--- src/hdl/lhnsp_consts.vh ---
// Constants for the host nibble/serial port of the display controller.
// Assumes one 10 MHz system clock that oversamples every host pin.
//
// Summary of operation
// - Parallel mode moves nibbles over four three-state lines, both ways.
// - Parallel mode samples the four data lines on each strobe rise.
// - First rise fills upper nibble, second rise fills lower nibble.
// - Parallel reads change the data lines on strobe falling edges.
// - Parallel read: upper nibble after first fall, lower after second.
// - Serial mode: line 0 is serial input, line 3 is serial output.
// - Serial mode: line 1 selects mode, line 2 enables address match.
// - Serial bits shift in on shift clock rises, first bit is MSB.
// - Serial output goes MSB first, one bit per shift clock falling edge.
// - Mode level latched at reset release; high parallel, low serial.
// - Byte accepted on second strobe rise or eighth shift clock rise.
// - Busy goes low at byte completion, high when processing ends with the buffer not full.
// - Chip select high floats data lines and busy regardless of state.

`ifndef LHNSP_CONSTS_VH
`define LHNSP_CONSTS_VH

// Data line roles
`define LHNSP_LINE_SER_IN      0
`define LHNSP_LINE_MODE_SEL    1
`define LHNSP_LINE_ADDR_EN     2
`define LHNSP_LINE_SER_OUT     3

// Transfer lengths, as last count value of a byte
`define LHNSP_PAR_LAST         3'h1
`define LHNSP_SER_LAST         3'h7

// Reset values and pin enable patterns
`define LHNSP_CNT_RST          3'h0
`define LHNSP_SHIFT_RST        8'h00
`define LHNSP_NIBBLE_RST       4'h0
`define LHNSP_OE_OFF           4'h0
`define LHNSP_OE_PAR           4'hF
`define LHNSP_OE_SER           4'h8

`endif

--- src/hdl/lhnsp_port.v ---
// Host transfer port: nibble parallel or bit serial byte exchange.
// Assumes all host pins are asynchronous to clock and much slower than it;
// the core on the user side runs on the same clock.

`include "lhnsp_consts.vh"

module lhnsp_port
(
   // System
   input  wire       clock,
   input  wire       rst,
   // Host pins, data lines split into in, out and enable
   input  wire [3:0] nibble_data_lines_in,
   output reg  [3:0] nibble_data_lines_out,
   output reg  [3:0] nibble_data_lines_oe,
   input  wire       host_strobe_n,
   input  wire       chip_select_n,
   input  wire       cmd_data_sel,
   output reg        busy_n_out,
   output reg        busy_n_oe,
   // Latched interface configuration
   output reg        par_mode,
   output reg        addr_match_enable,
   // Received bytes toward the core
   output reg        rx_valid,
   output reg  [7:0] rx_data,
   output reg        rx_is_cmd,
   input  wire       rx_ready,
   // Read data and processing status from the core
   input  wire       tx_load,
   input  wire [7:0] tx_data,
   input  wire       proc_done
);

   ////////////////////////////////////////////////////////////////////////
   // Pin synchronisers

   reg [3:0] nib_s1_reg;
   reg [3:0] nib_s2_reg;
   reg       stb_s1_reg;
   reg       stb_s2_reg;
   reg       stb_s3_reg;
   reg       cs_s1_reg;
   reg       cs_s2_reg;
   reg       cd_s1_reg;
   reg       cd_s2_reg;

   // Not reset: pin synchronisers only, and mode latch must see the real pin
   always @(posedge clock)
   begin
      nib_s1_reg <= nibble_data_lines_in;
      nib_s2_reg <= nib_s1_reg;
      stb_s1_reg <= host_strobe_n;
      stb_s2_reg <= stb_s1_reg;
      stb_s3_reg <= stb_s2_reg;
      cs_s1_reg  <= chip_select_n;
      cs_s2_reg  <= cs_s1_reg;
      cd_s1_reg  <= cmd_data_sel;
      cd_s2_reg  <= cd_s1_reg;
   end

   wire stb_rise;
   wire stb_fall;
   wire selected;

   assign stb_rise = stb_s2_reg & ~stb_s3_reg;
   assign stb_fall = ~stb_s2_reg & stb_s3_reg;
   assign selected = ~cs_s2_reg;

   ////////////////////////////////////////////////////////////////////////
   // Mode latch at reset release

   reg rst_d_reg;

   always @(posedge clock)
   begin
      if (rst)
      begin
         rst_d_reg         <= 1'b1;
         par_mode          <= 1'b0;
         addr_match_enable <= 1'b0;
      end
      else
      begin
         rst_d_reg <= 1'b0;
         if (rst_d_reg)
         begin
            par_mode          <= nib_s2_reg[`LHNSP_LINE_MODE_SEL];
            addr_match_enable <= nib_s2_reg[`LHNSP_LINE_ADDR_EN];
         end
      end
   end

   ////////////////////////////////////////////////////////////////////////
   // Shift/holding register and position counter

   reg  [7:0] shift_reg;
   reg  [2:0] cnt_reg;
   reg        read_mode_reg;
   reg        busy_reg;
   reg        active_reg;
   wire       buf_full;
   wire       take_edge;
   wire       last_pos;
   wire       byte_done;

   // Edges are ignored while busy: host must wait anyway
   assign take_edge = selected & ~busy_reg & active_reg;
   assign last_pos  = par_mode ? (cnt_reg == `LHNSP_PAR_LAST)
                               : (cnt_reg == `LHNSP_SER_LAST);
   assign byte_done = take_edge & stb_rise & last_pos;

   always @(posedge clock)
   begin
      if (rst)
      begin
         shift_reg             <= `LHNSP_SHIFT_RST;
         cnt_reg               <= `LHNSP_CNT_RST;
         read_mode_reg         <= 1'b0;
         nibble_data_lines_out <= `LHNSP_NIBBLE_RST;
         active_reg            <= 1'b0;
      end
      else
      begin
         // First cycle after release still holds the mode latch
         active_reg <= ~rst_d_reg;
         if (tx_load && !busy_reg)
         begin
            shift_reg     <= tx_data;
            read_mode_reg <= 1'b1;
            cnt_reg       <= `LHNSP_CNT_RST;
         end
         else if (!selected)
            cnt_reg <= `LHNSP_CNT_RST;
         else if (take_edge && stb_rise)
         begin
            if (!read_mode_reg)
            begin
               if (par_mode)
               begin
                  if (cnt_reg == `LHNSP_CNT_RST)
                     shift_reg[7:4] <= nib_s2_reg;
                  else
                     shift_reg[3:0] <= nib_s2_reg;
               end
               else
                  shift_reg <= {shift_reg[6:0],
                                nib_s2_reg[`LHNSP_LINE_SER_IN]};
            end
            if (last_pos)
            begin
               cnt_reg       <= `LHNSP_CNT_RST;
               read_mode_reg <= 1'b0;
            end
            else
               cnt_reg <= cnt_reg + 3'h1;
         end
         else if (take_edge && stb_fall && read_mode_reg)
         begin
            if (par_mode)
               nibble_data_lines_out <= (cnt_reg == `LHNSP_CNT_RST) ?
                  shift_reg[7:4] : shift_reg[3:0];
            else
            begin
               nibble_data_lines_out <= {shift_reg[7], 3'h0};
               shift_reg <= {shift_reg[6:0], 1'b0};
            end
         end
      end
   end

   ////////////////////////////////////////////////////////////////////////
   // Busy and pin enables

   always @(posedge clock)
   begin
      if (rst)
      begin
         busy_reg             <= 1'b0;
         busy_n_out           <= 1'b1;
         busy_n_oe            <= 1'b0;
         nibble_data_lines_oe <= `LHNSP_OE_OFF;
      end
      else
      begin
         // Held busy while buffer full so no finished byte is dropped
         if (byte_done)
            busy_reg <= 1'b1;
         else if (proc_done && !buf_full)
            busy_reg <= 1'b0;
         busy_n_out <= ~(busy_reg | byte_done);
         busy_n_oe  <= selected;
         if (!selected || !read_mode_reg)
            nibble_data_lines_oe <= `LHNSP_OE_OFF;
         else if (par_mode)
            nibble_data_lines_oe <= `LHNSP_OE_PAR;
         else
            nibble_data_lines_oe <= `LHNSP_OE_SER;
      end
   end

   ////////////////////////////////////////////////////////////////////////
   // Two-entry buffer toward the core; head entry is the output flop

   reg       valid1_reg;
   reg [7:0] data1_reg;
   reg       cmd1_reg;
   wire      push;
   wire      pop;
   wire [7:0] push_data;

   assign push      = byte_done & ~read_mode_reg;
   assign pop       = rx_valid & rx_ready;
   assign buf_full  = valid1_reg;
   assign push_data = par_mode ? {shift_reg[7:4], nib_s2_reg}
                               : {shift_reg[6:0],
                                  nib_s2_reg[`LHNSP_LINE_SER_IN]};

   always @(posedge clock)
   begin
      if (rst)
      begin
         rx_valid   <= 1'b0;
         rx_data    <= `LHNSP_SHIFT_RST;
         rx_is_cmd  <= 1'b0;
         valid1_reg <= 1'b0;
         data1_reg  <= `LHNSP_SHIFT_RST;
         cmd1_reg   <= 1'b0;
      end
      else if (pop)
      begin
         rx_valid <= valid1_reg | push;
         if (valid1_reg)
         begin
            rx_data   <= data1_reg;
            rx_is_cmd <= cmd1_reg;
         end
         else if (push)
         begin
            rx_data   <= push_data;
            rx_is_cmd <= cd_s2_reg;
         end
         valid1_reg <= valid1_reg & push;
         if (valid1_reg && push)
         begin
            data1_reg <= push_data;
            cmd1_reg  <= cd_s2_reg;
         end
      end
      else if (push)
      begin
         if (!rx_valid)
         begin
            rx_valid  <= 1'b1;
            rx_data   <= push_data;
            rx_is_cmd <= cd_s2_reg;
         end
         else
         begin
            valid1_reg <= 1'b1;
            data1_reg  <= push_data;
            cmd1_reg   <= cd_s2_reg;
         end
      end
   end

endmodule

--- config.mk ---
export PLATFORM = sky130hd
export DESIGN_NAME = lhnsp_port
export DESIGN_NICKNAME = d
export VERILOG_FILES = /design/src/hdl/lhnsp_port.v
export VERILOG_INCLUDE_DIRS = /design/src /design/src/hdl
export SDC_FILE = /design/constraint.sdc
export NUM_CORES = 1
export LEC_CHECK = 0
export ABC_AREA = 1
export BUFFER_PORTS_ARGS = -buffer_cell sky130_fd_sc_hd__buf_2
export CAP_MARGIN = 20
export CELL_PAD_IN_SITES_DETAIL_PLACEMENT = 0
export CELL_PAD_IN_SITES_GLOBAL_PLACEMENT = 1
export CORE_UTILIZATION = 36
export DETAILED_ROUTE_END_ITERATION = 10
export MAX_ROUTING_LAYER = met4
export PLACE_DENSITY = 0.83
export SYNTH_ARGS = -nofsm -noshare
export SYNTH_HDL_FRONTEND = slang
export SYNTH_SLANG_ARGS = --single-unit
--- constraint.sdc ---
create_clock -name clock -period 1.3 [get_ports clock]
set_input_delay 0.26 -clock clock [delete_from_list [all_inputs] [get_ports clock]]
set_output_delay 0.26 -clock clock [all_outputs]
set_load 0.01 [all_outputs]
; After elaboration in Yosys (flattened, before gate mapping)
; Cells that the tools add are included.
[totals]
register_bits = 62
[op_classes]
addsub = 1
mux = 45
bitwise_logic = 20
n_eq_ne = 9
n_reduce_logical = 27
[ops]
columns = operator, n
row1 = two-way mux 8 bit, 17
row2 = two-way mux 1 bit, 22
row3 = two-way mux 4 bit, 4
row4 = nonzero test 2 bit, 6
row5 = AND reduction 5 bit, 2
row6 = bitwise AND 1 bit, 9
row7 = NOT 1 bit, 9
row8 = AND reduction 3 bit, 3
row9 = logical AND 1 bit, 6
row10 = two-way mux 3 bit, 2
row11 = != test 2 x 1 -> 1 bit (second input constant), 3
row12 = != test 3 x 1 -> 1 bit (second input constant), 2
row13 = != test 3 bit (second input constant), 2
row14 = AND reduction 4 bit, 1
row15 = adder 3 x 1 -> 3 bit (second input constant), 1
row16 = == test 3 x 1 -> 1 bit (second input constant), 1
row17 = == test 3 bit (second input constant), 1
row18 = logical NOT 1 bit, 3
row19 = logical NOT 3 bit, 1
row20 = nonzero test 3 bit, 1
row21 = OR reduction 3 bit, 1
row22 = bitwise OR 1 bit, 2
row23 = AND reduction 2 bit, 1
row24 = OR reduction 2 bit, 1
row25 = logical OR 1 bit, 1

; Logic depth before layout (Yosys ltp)
[logic_depth]
depth_word = 9
ltp_mapped = 11
ltp_nobuf = 11

; Worst setup path before layout
; No wires, ideal clock.
[synth_path]
kind = reg2reg
startpoint = register par_mode
endpoint = register data1_reg[7]
required_time_ns = 1.187
arrival_ns = 1.315
stages_incl_launch_ff = 12
period_less_slack_ns = 1.428
setup_slack_ns = -0.128
cell_sequence = dfxtp_1 > buf_6 > inv_4 > nand2_2 > nand2_2 > nor2_4 > nand2_2 > inv_2 > nand3_2 > buf_6 > o21ai_1 > nor2_1
[synth_via]
elab_chain_len = 6
[synth_rtl]
columns = element, line_no
row1 = from (decl), lhnsp_port.v:22  ; output reg par_mode,
row2 = from (signal assigned), lhnsp_port.v:88  ; par_mode <= nib_s2_reg[`LHNSP_LINE_MODE_SEL];
row3 = two-way mux 1 bit, lhnsp_port.v:109  ; assign last_pos = par_mode ? (cnt_reg == `LHNSP_PAR_LAST)
row4 = bitwise AND 1 bit, lhnsp_port.v:111  ; assign byte_done = take_edge & stb_rise & last_pos;
row5 = bitwise AND 1 bit, lhnsp_port.v:212  ; assign push = byte_done & ~read_mode_reg;
row6 = logical AND 1 bit, lhnsp_port.v:244  ; if (valid1_reg && push)
row7 = != test 2 x 1 -> 1 bit (no source line), --
row8 = AND reduction 3 bit (no source line), --
row9 = to (signal assigned), lhnsp_port.v:227  ; data1_reg <= `LHNSP_SHIFT_RST;
row10 = to (signal assigned), lhnsp_port.v:246  ; data1_reg <= push_data;
row11 = to (signal assigned), lhnsp_port.v:261  ; data1_reg <= push_data;
row12 = to (decl), lhnsp_port.v:206  ; reg [7:0] data1_reg;
; Several ways; a longest one is shown, not always the timed one. The select of a mux whose other input is x is not followed.
; A chain may end at the register's enable or synchronous reset.

; Worst setup path after layout
[layout_path]
startpoint = register stb_s3_reg
endpoint = register rx_data[5]
[layout_via]
elab_chain_len = 7
[layout_rtl]
columns = element, line_no
row1 = from (decl), lhnsp_port.v:42  ; reg stb_s3_reg;
row2 = from (signal assigned), lhnsp_port.v:55  ; stb_s3_reg <= stb_s2_reg;
row3 = NOT 1 bit *, lhnsp_port.v:66  ; assign stb_rise = stb_s2_reg & ~stb_s3_reg;
row4 = bitwise AND 1 bit *, lhnsp_port.v:66
row5 = bitwise AND 1 bit * (2 in series), lhnsp_port.v:111
row6 = bitwise AND 1 bit *, lhnsp_port.v:212
row7 = nonzero test 2 bit (no source line), --
row8 = AND reduction 3 bit (no source line) *, --
row9 = to (signal assigned), lhnsp_port.v:224  ; rx_data <= `LHNSP_SHIFT_RST;
row10 = to (signal assigned), lhnsp_port.v:235  ; rx_data <= data1_reg;
row11 = to (signal assigned), lhnsp_port.v:240  ; rx_data <= push_data;
row12 = to (decl), lhnsp_port.v:26  ; output reg [7:0] rx_data,
; Mark *: on every way between the ends. The rest lies on a longest branch, timed or not.

==> results.yml <==
yosys:
  ys_ff_latch: 60
  syn_inst: 355
  synth_ff_type: "dfxtp_1"
  async_flop_share_pct: 0
  synth.area.top_cells: "dfxtp_1 (45%), nand2_1 (12%), nor2_1 (7.9%)"
  netlist.top_cell.by_area: "dfxtp_1"
  yosys.area.top_type_share_pct: 45.3
  ys_seq_area_share_pct: 45.3
  synth_fp_nets: 377
  synth_edf_count: 0
  ys_types: 34
  syn-mean-instance-area_um2: 7.46
  syn-cell-area_um2: 2650
  yosysWarnings: 0
critical_path:
  cp-end-kind: "register"
  rr_startpoint: "stb_s3_reg"
  crit_arrival_ps: 1620
  worst_r2r_path_depth: 8
  critPathKind: "reg2reg"
  critPathRequiredTime_ps: 1570
  crit_end: "rx_data[5]"
  rrSetupSlack_ps: -60
  worstPathMaxFanout: 12
  start_kind: "register"
  crit_start: "stb_s3_reg"
  worstReg2RegEnd: "rx_data[5]"
clock_network:
  cts_made_buffers: 9
  hold_buffers: 0
  clk_pin_slew_ps: 70
  cts_root_buf: "clkbuf_8"
  cts_tree: "yes"
  cts_sinks: 60
  htreeDepth: 3
  clk_latency_ps: 330
  clock_path_buffers: 2
final_layout:
  drive_above_1_share_pct: 36.9
  fin_nets: 452
  diodes: 0
  fillerInstances: 677
  final_core_util_pct: 51.6
  area_delta_synth_final_pct: 35.3
sta:
  relSlewSlack_pct: 74.3
  rsz0062_at_grt: "yes"
  fin_ws_ps: -56.8
  maxSlewViolCount: 0
  worst_slew_pin_slew_ps: 384
  clock.fmax_mhz: 737
  setup_viol: 26
  hold_viol: 0
  period_share_pct: 104
  fin_skew_ps: 6.86
  finalCriticalPeriod_ps: 1360
die:
  start_util_pct: 38.1
  fp.dieH_um: 87.8
  core_um2: 6940
  design.die.area_um2: 7700
  row_count: 30
  die-width_um: 87.8
  io_pins: 42
global_route:
  grt_pass1_wl_um: 10700
  grt_pass1_vias: 2344
  grt_overflow: 0
  grt_start_max_net_pins: 26
  antenna_found_initial: 0
  grt.total_usage_pct: 18.8
run_status:
  status: "finished with violations"
  violations: "negative setup slack"
routing:
  wl_per_cell_um: 11.8
  wl_um: 6250
  drt_first_pass_iters: 4
  vias_per_cell: 4.61
  drcViolationCount: 0
  vias: 2445
  initialDrtViolationCount: 103
  ant_nets: 0
placed_design:
  dp_hpwl_um: 4550
  dp_slack_ps: -198
  gp_congestion: 0.832
  port_buffers: 41
power_and_ir_drop:
  ir_drop_mv: 0.590
  powerDensity_nw_per_um2: 1070
  power.leakage_nw: 1.73
worst_hold_path:
  hold_path_class: "in2reg"
flow_run:
  drv_cap: 0
==> stage by stage <==
stage / instances / power, mW / TNS (ps) / cell area (um2) / hold WS [ps]
after detailed placement: 511 / 2.38 / -3750 / 3200 / 312
after floorplan: 355 / 2.21 / -679 / 2670 / 288
after CTS: 527 / 3.89 / -922 / 3520 / 9.85
after global routing: 530 / 4.05 / -4210 / 3580 / 13.0
after global placement: 511 / 2.37 / -2880 / 3200 / 311
final: 530 / 3.85 / -899 / 3580 / 22.0
==> cells in the final DEF, fill, tap and decap left out, drive strengths merged <==
cell / instances
clkinv: 2
a21oi: 25
nand3b: 1
a22oi: 3
ha: 2
nor3: 3
o21a: 1
clkbuf: 13
xor2: 1
dfxtp: 60
o21ai: 33
nand2: 89
a211oi: 1
nor4: 1
o31ai: 1
inv: 39
buf: 77
nor2: 60
mux2i: 3
nand3: 19
==> logic make-up (layout without fill, tap and decap cells) <==
| group | after synthesis | in the layout | share of synthesized area, % |
|---|---|---|---|
| and+or+nand+nor | 172 | 173 | 29.9 |
| AOI/OAI and AO/OA | 64 | 64 | 13.2 |
| DFF | 60 | 60 | 45.3 |
| buffers and inverters | 53 | 131 | 9.12 |
| muxes | 3 | 3 | 1.13 |
| adders and majority gates | 2 | 2 | 0.945 |
| xor gates and xnor gates | 1 | 1 | 0.331 |
==> where the power goes <==
group,internal [mW],total [mW],switching [mW]
registers,1.90,1.94,0.0403
clock network,0.780,1.47,0.688
logic,0.190,0.444,0.253
==> routing by layer <==
layer / track usage [%] / part of all wire [%] / vias to the layer above
met3: 3.11 / 4.8 / 8
li1: - / - / 1277
met2: 29.2 / 46 / 54
met4: 8.79 / 1.2 / 0
met1: 23.9 / 47 / 1106
met5: - / 0 / -
==> layout make-up <==
type                            instances  area [um2]  area share (%)
Sequential cell                        60        1210            33.8
Tap cell                               96         120            3.35
Inverter                               39         154            4.29
Clock buffer                           13         159            4.43
Timing Repair Buffer                   77         544            15.2
Multi-Input combinational cell        243        1390            38.7
Clock inverter                          2        10.0           0.279
==> synth_stat cells (3+ instances only) <==
| cell type | instances |
|---|---|
| a21oi_1 | 21 |
| a21oi_2 | 4 |
| a22oi_1 | 3 |
| buf_2 | 5 |
| clkbuf_1 | 4 |
| dfxtp_1 | 60 |
| inv_1 | 35 |
| inv_2 | 3 |
| mux2i_1 | 3 |
| nand2_1 | 82 |
| nand2_2 | 6 |
| nand3_1 | 12 |
| nand3_2 | 4 |
| nor2_1 | 56 |
| o21ai_0 | 29 |
| o21ai_1 | 4 |
==> repair_timing <==
action | CTS | global route
buffers inserted | 0 | 3
cloned | 1 | 0
resized for setup | 47 | 14
pin swaps | 21 | 12
setup endpoints to repair | 33 | 35
==> critical path, cell delays in order (launching register included) <==
cell,delay [ps]
dfxtp_1,350
nor2_4,140
inv_2,70
nor2_8,160
nand3_4,150
nand2_8,170
buf_12,130
a21oi_1,50
nor2_1,80
==> worst min-delay path by stage <==
stage	startpoint	endpoint	slack, ps	cells after the start
after floorplan	cmd_data_sel	cd_s1_reg	290	0
after global placement	nib_s1_reg[3]	nib_s2_reg[3]	310	0
after detailed placement	stb_s1_reg	stb_s2_reg	310	0
after CTS	nibble_data_lines_in[2]	nib_s1_reg[2]	10	1
after global routing	cmd_data_sel	cd_s1_reg	10	1
final	nibble_data_lines_in[2]	nib_s1_reg[2]	20	1
No activity file was read; power rests on OpenSTA's default activity.
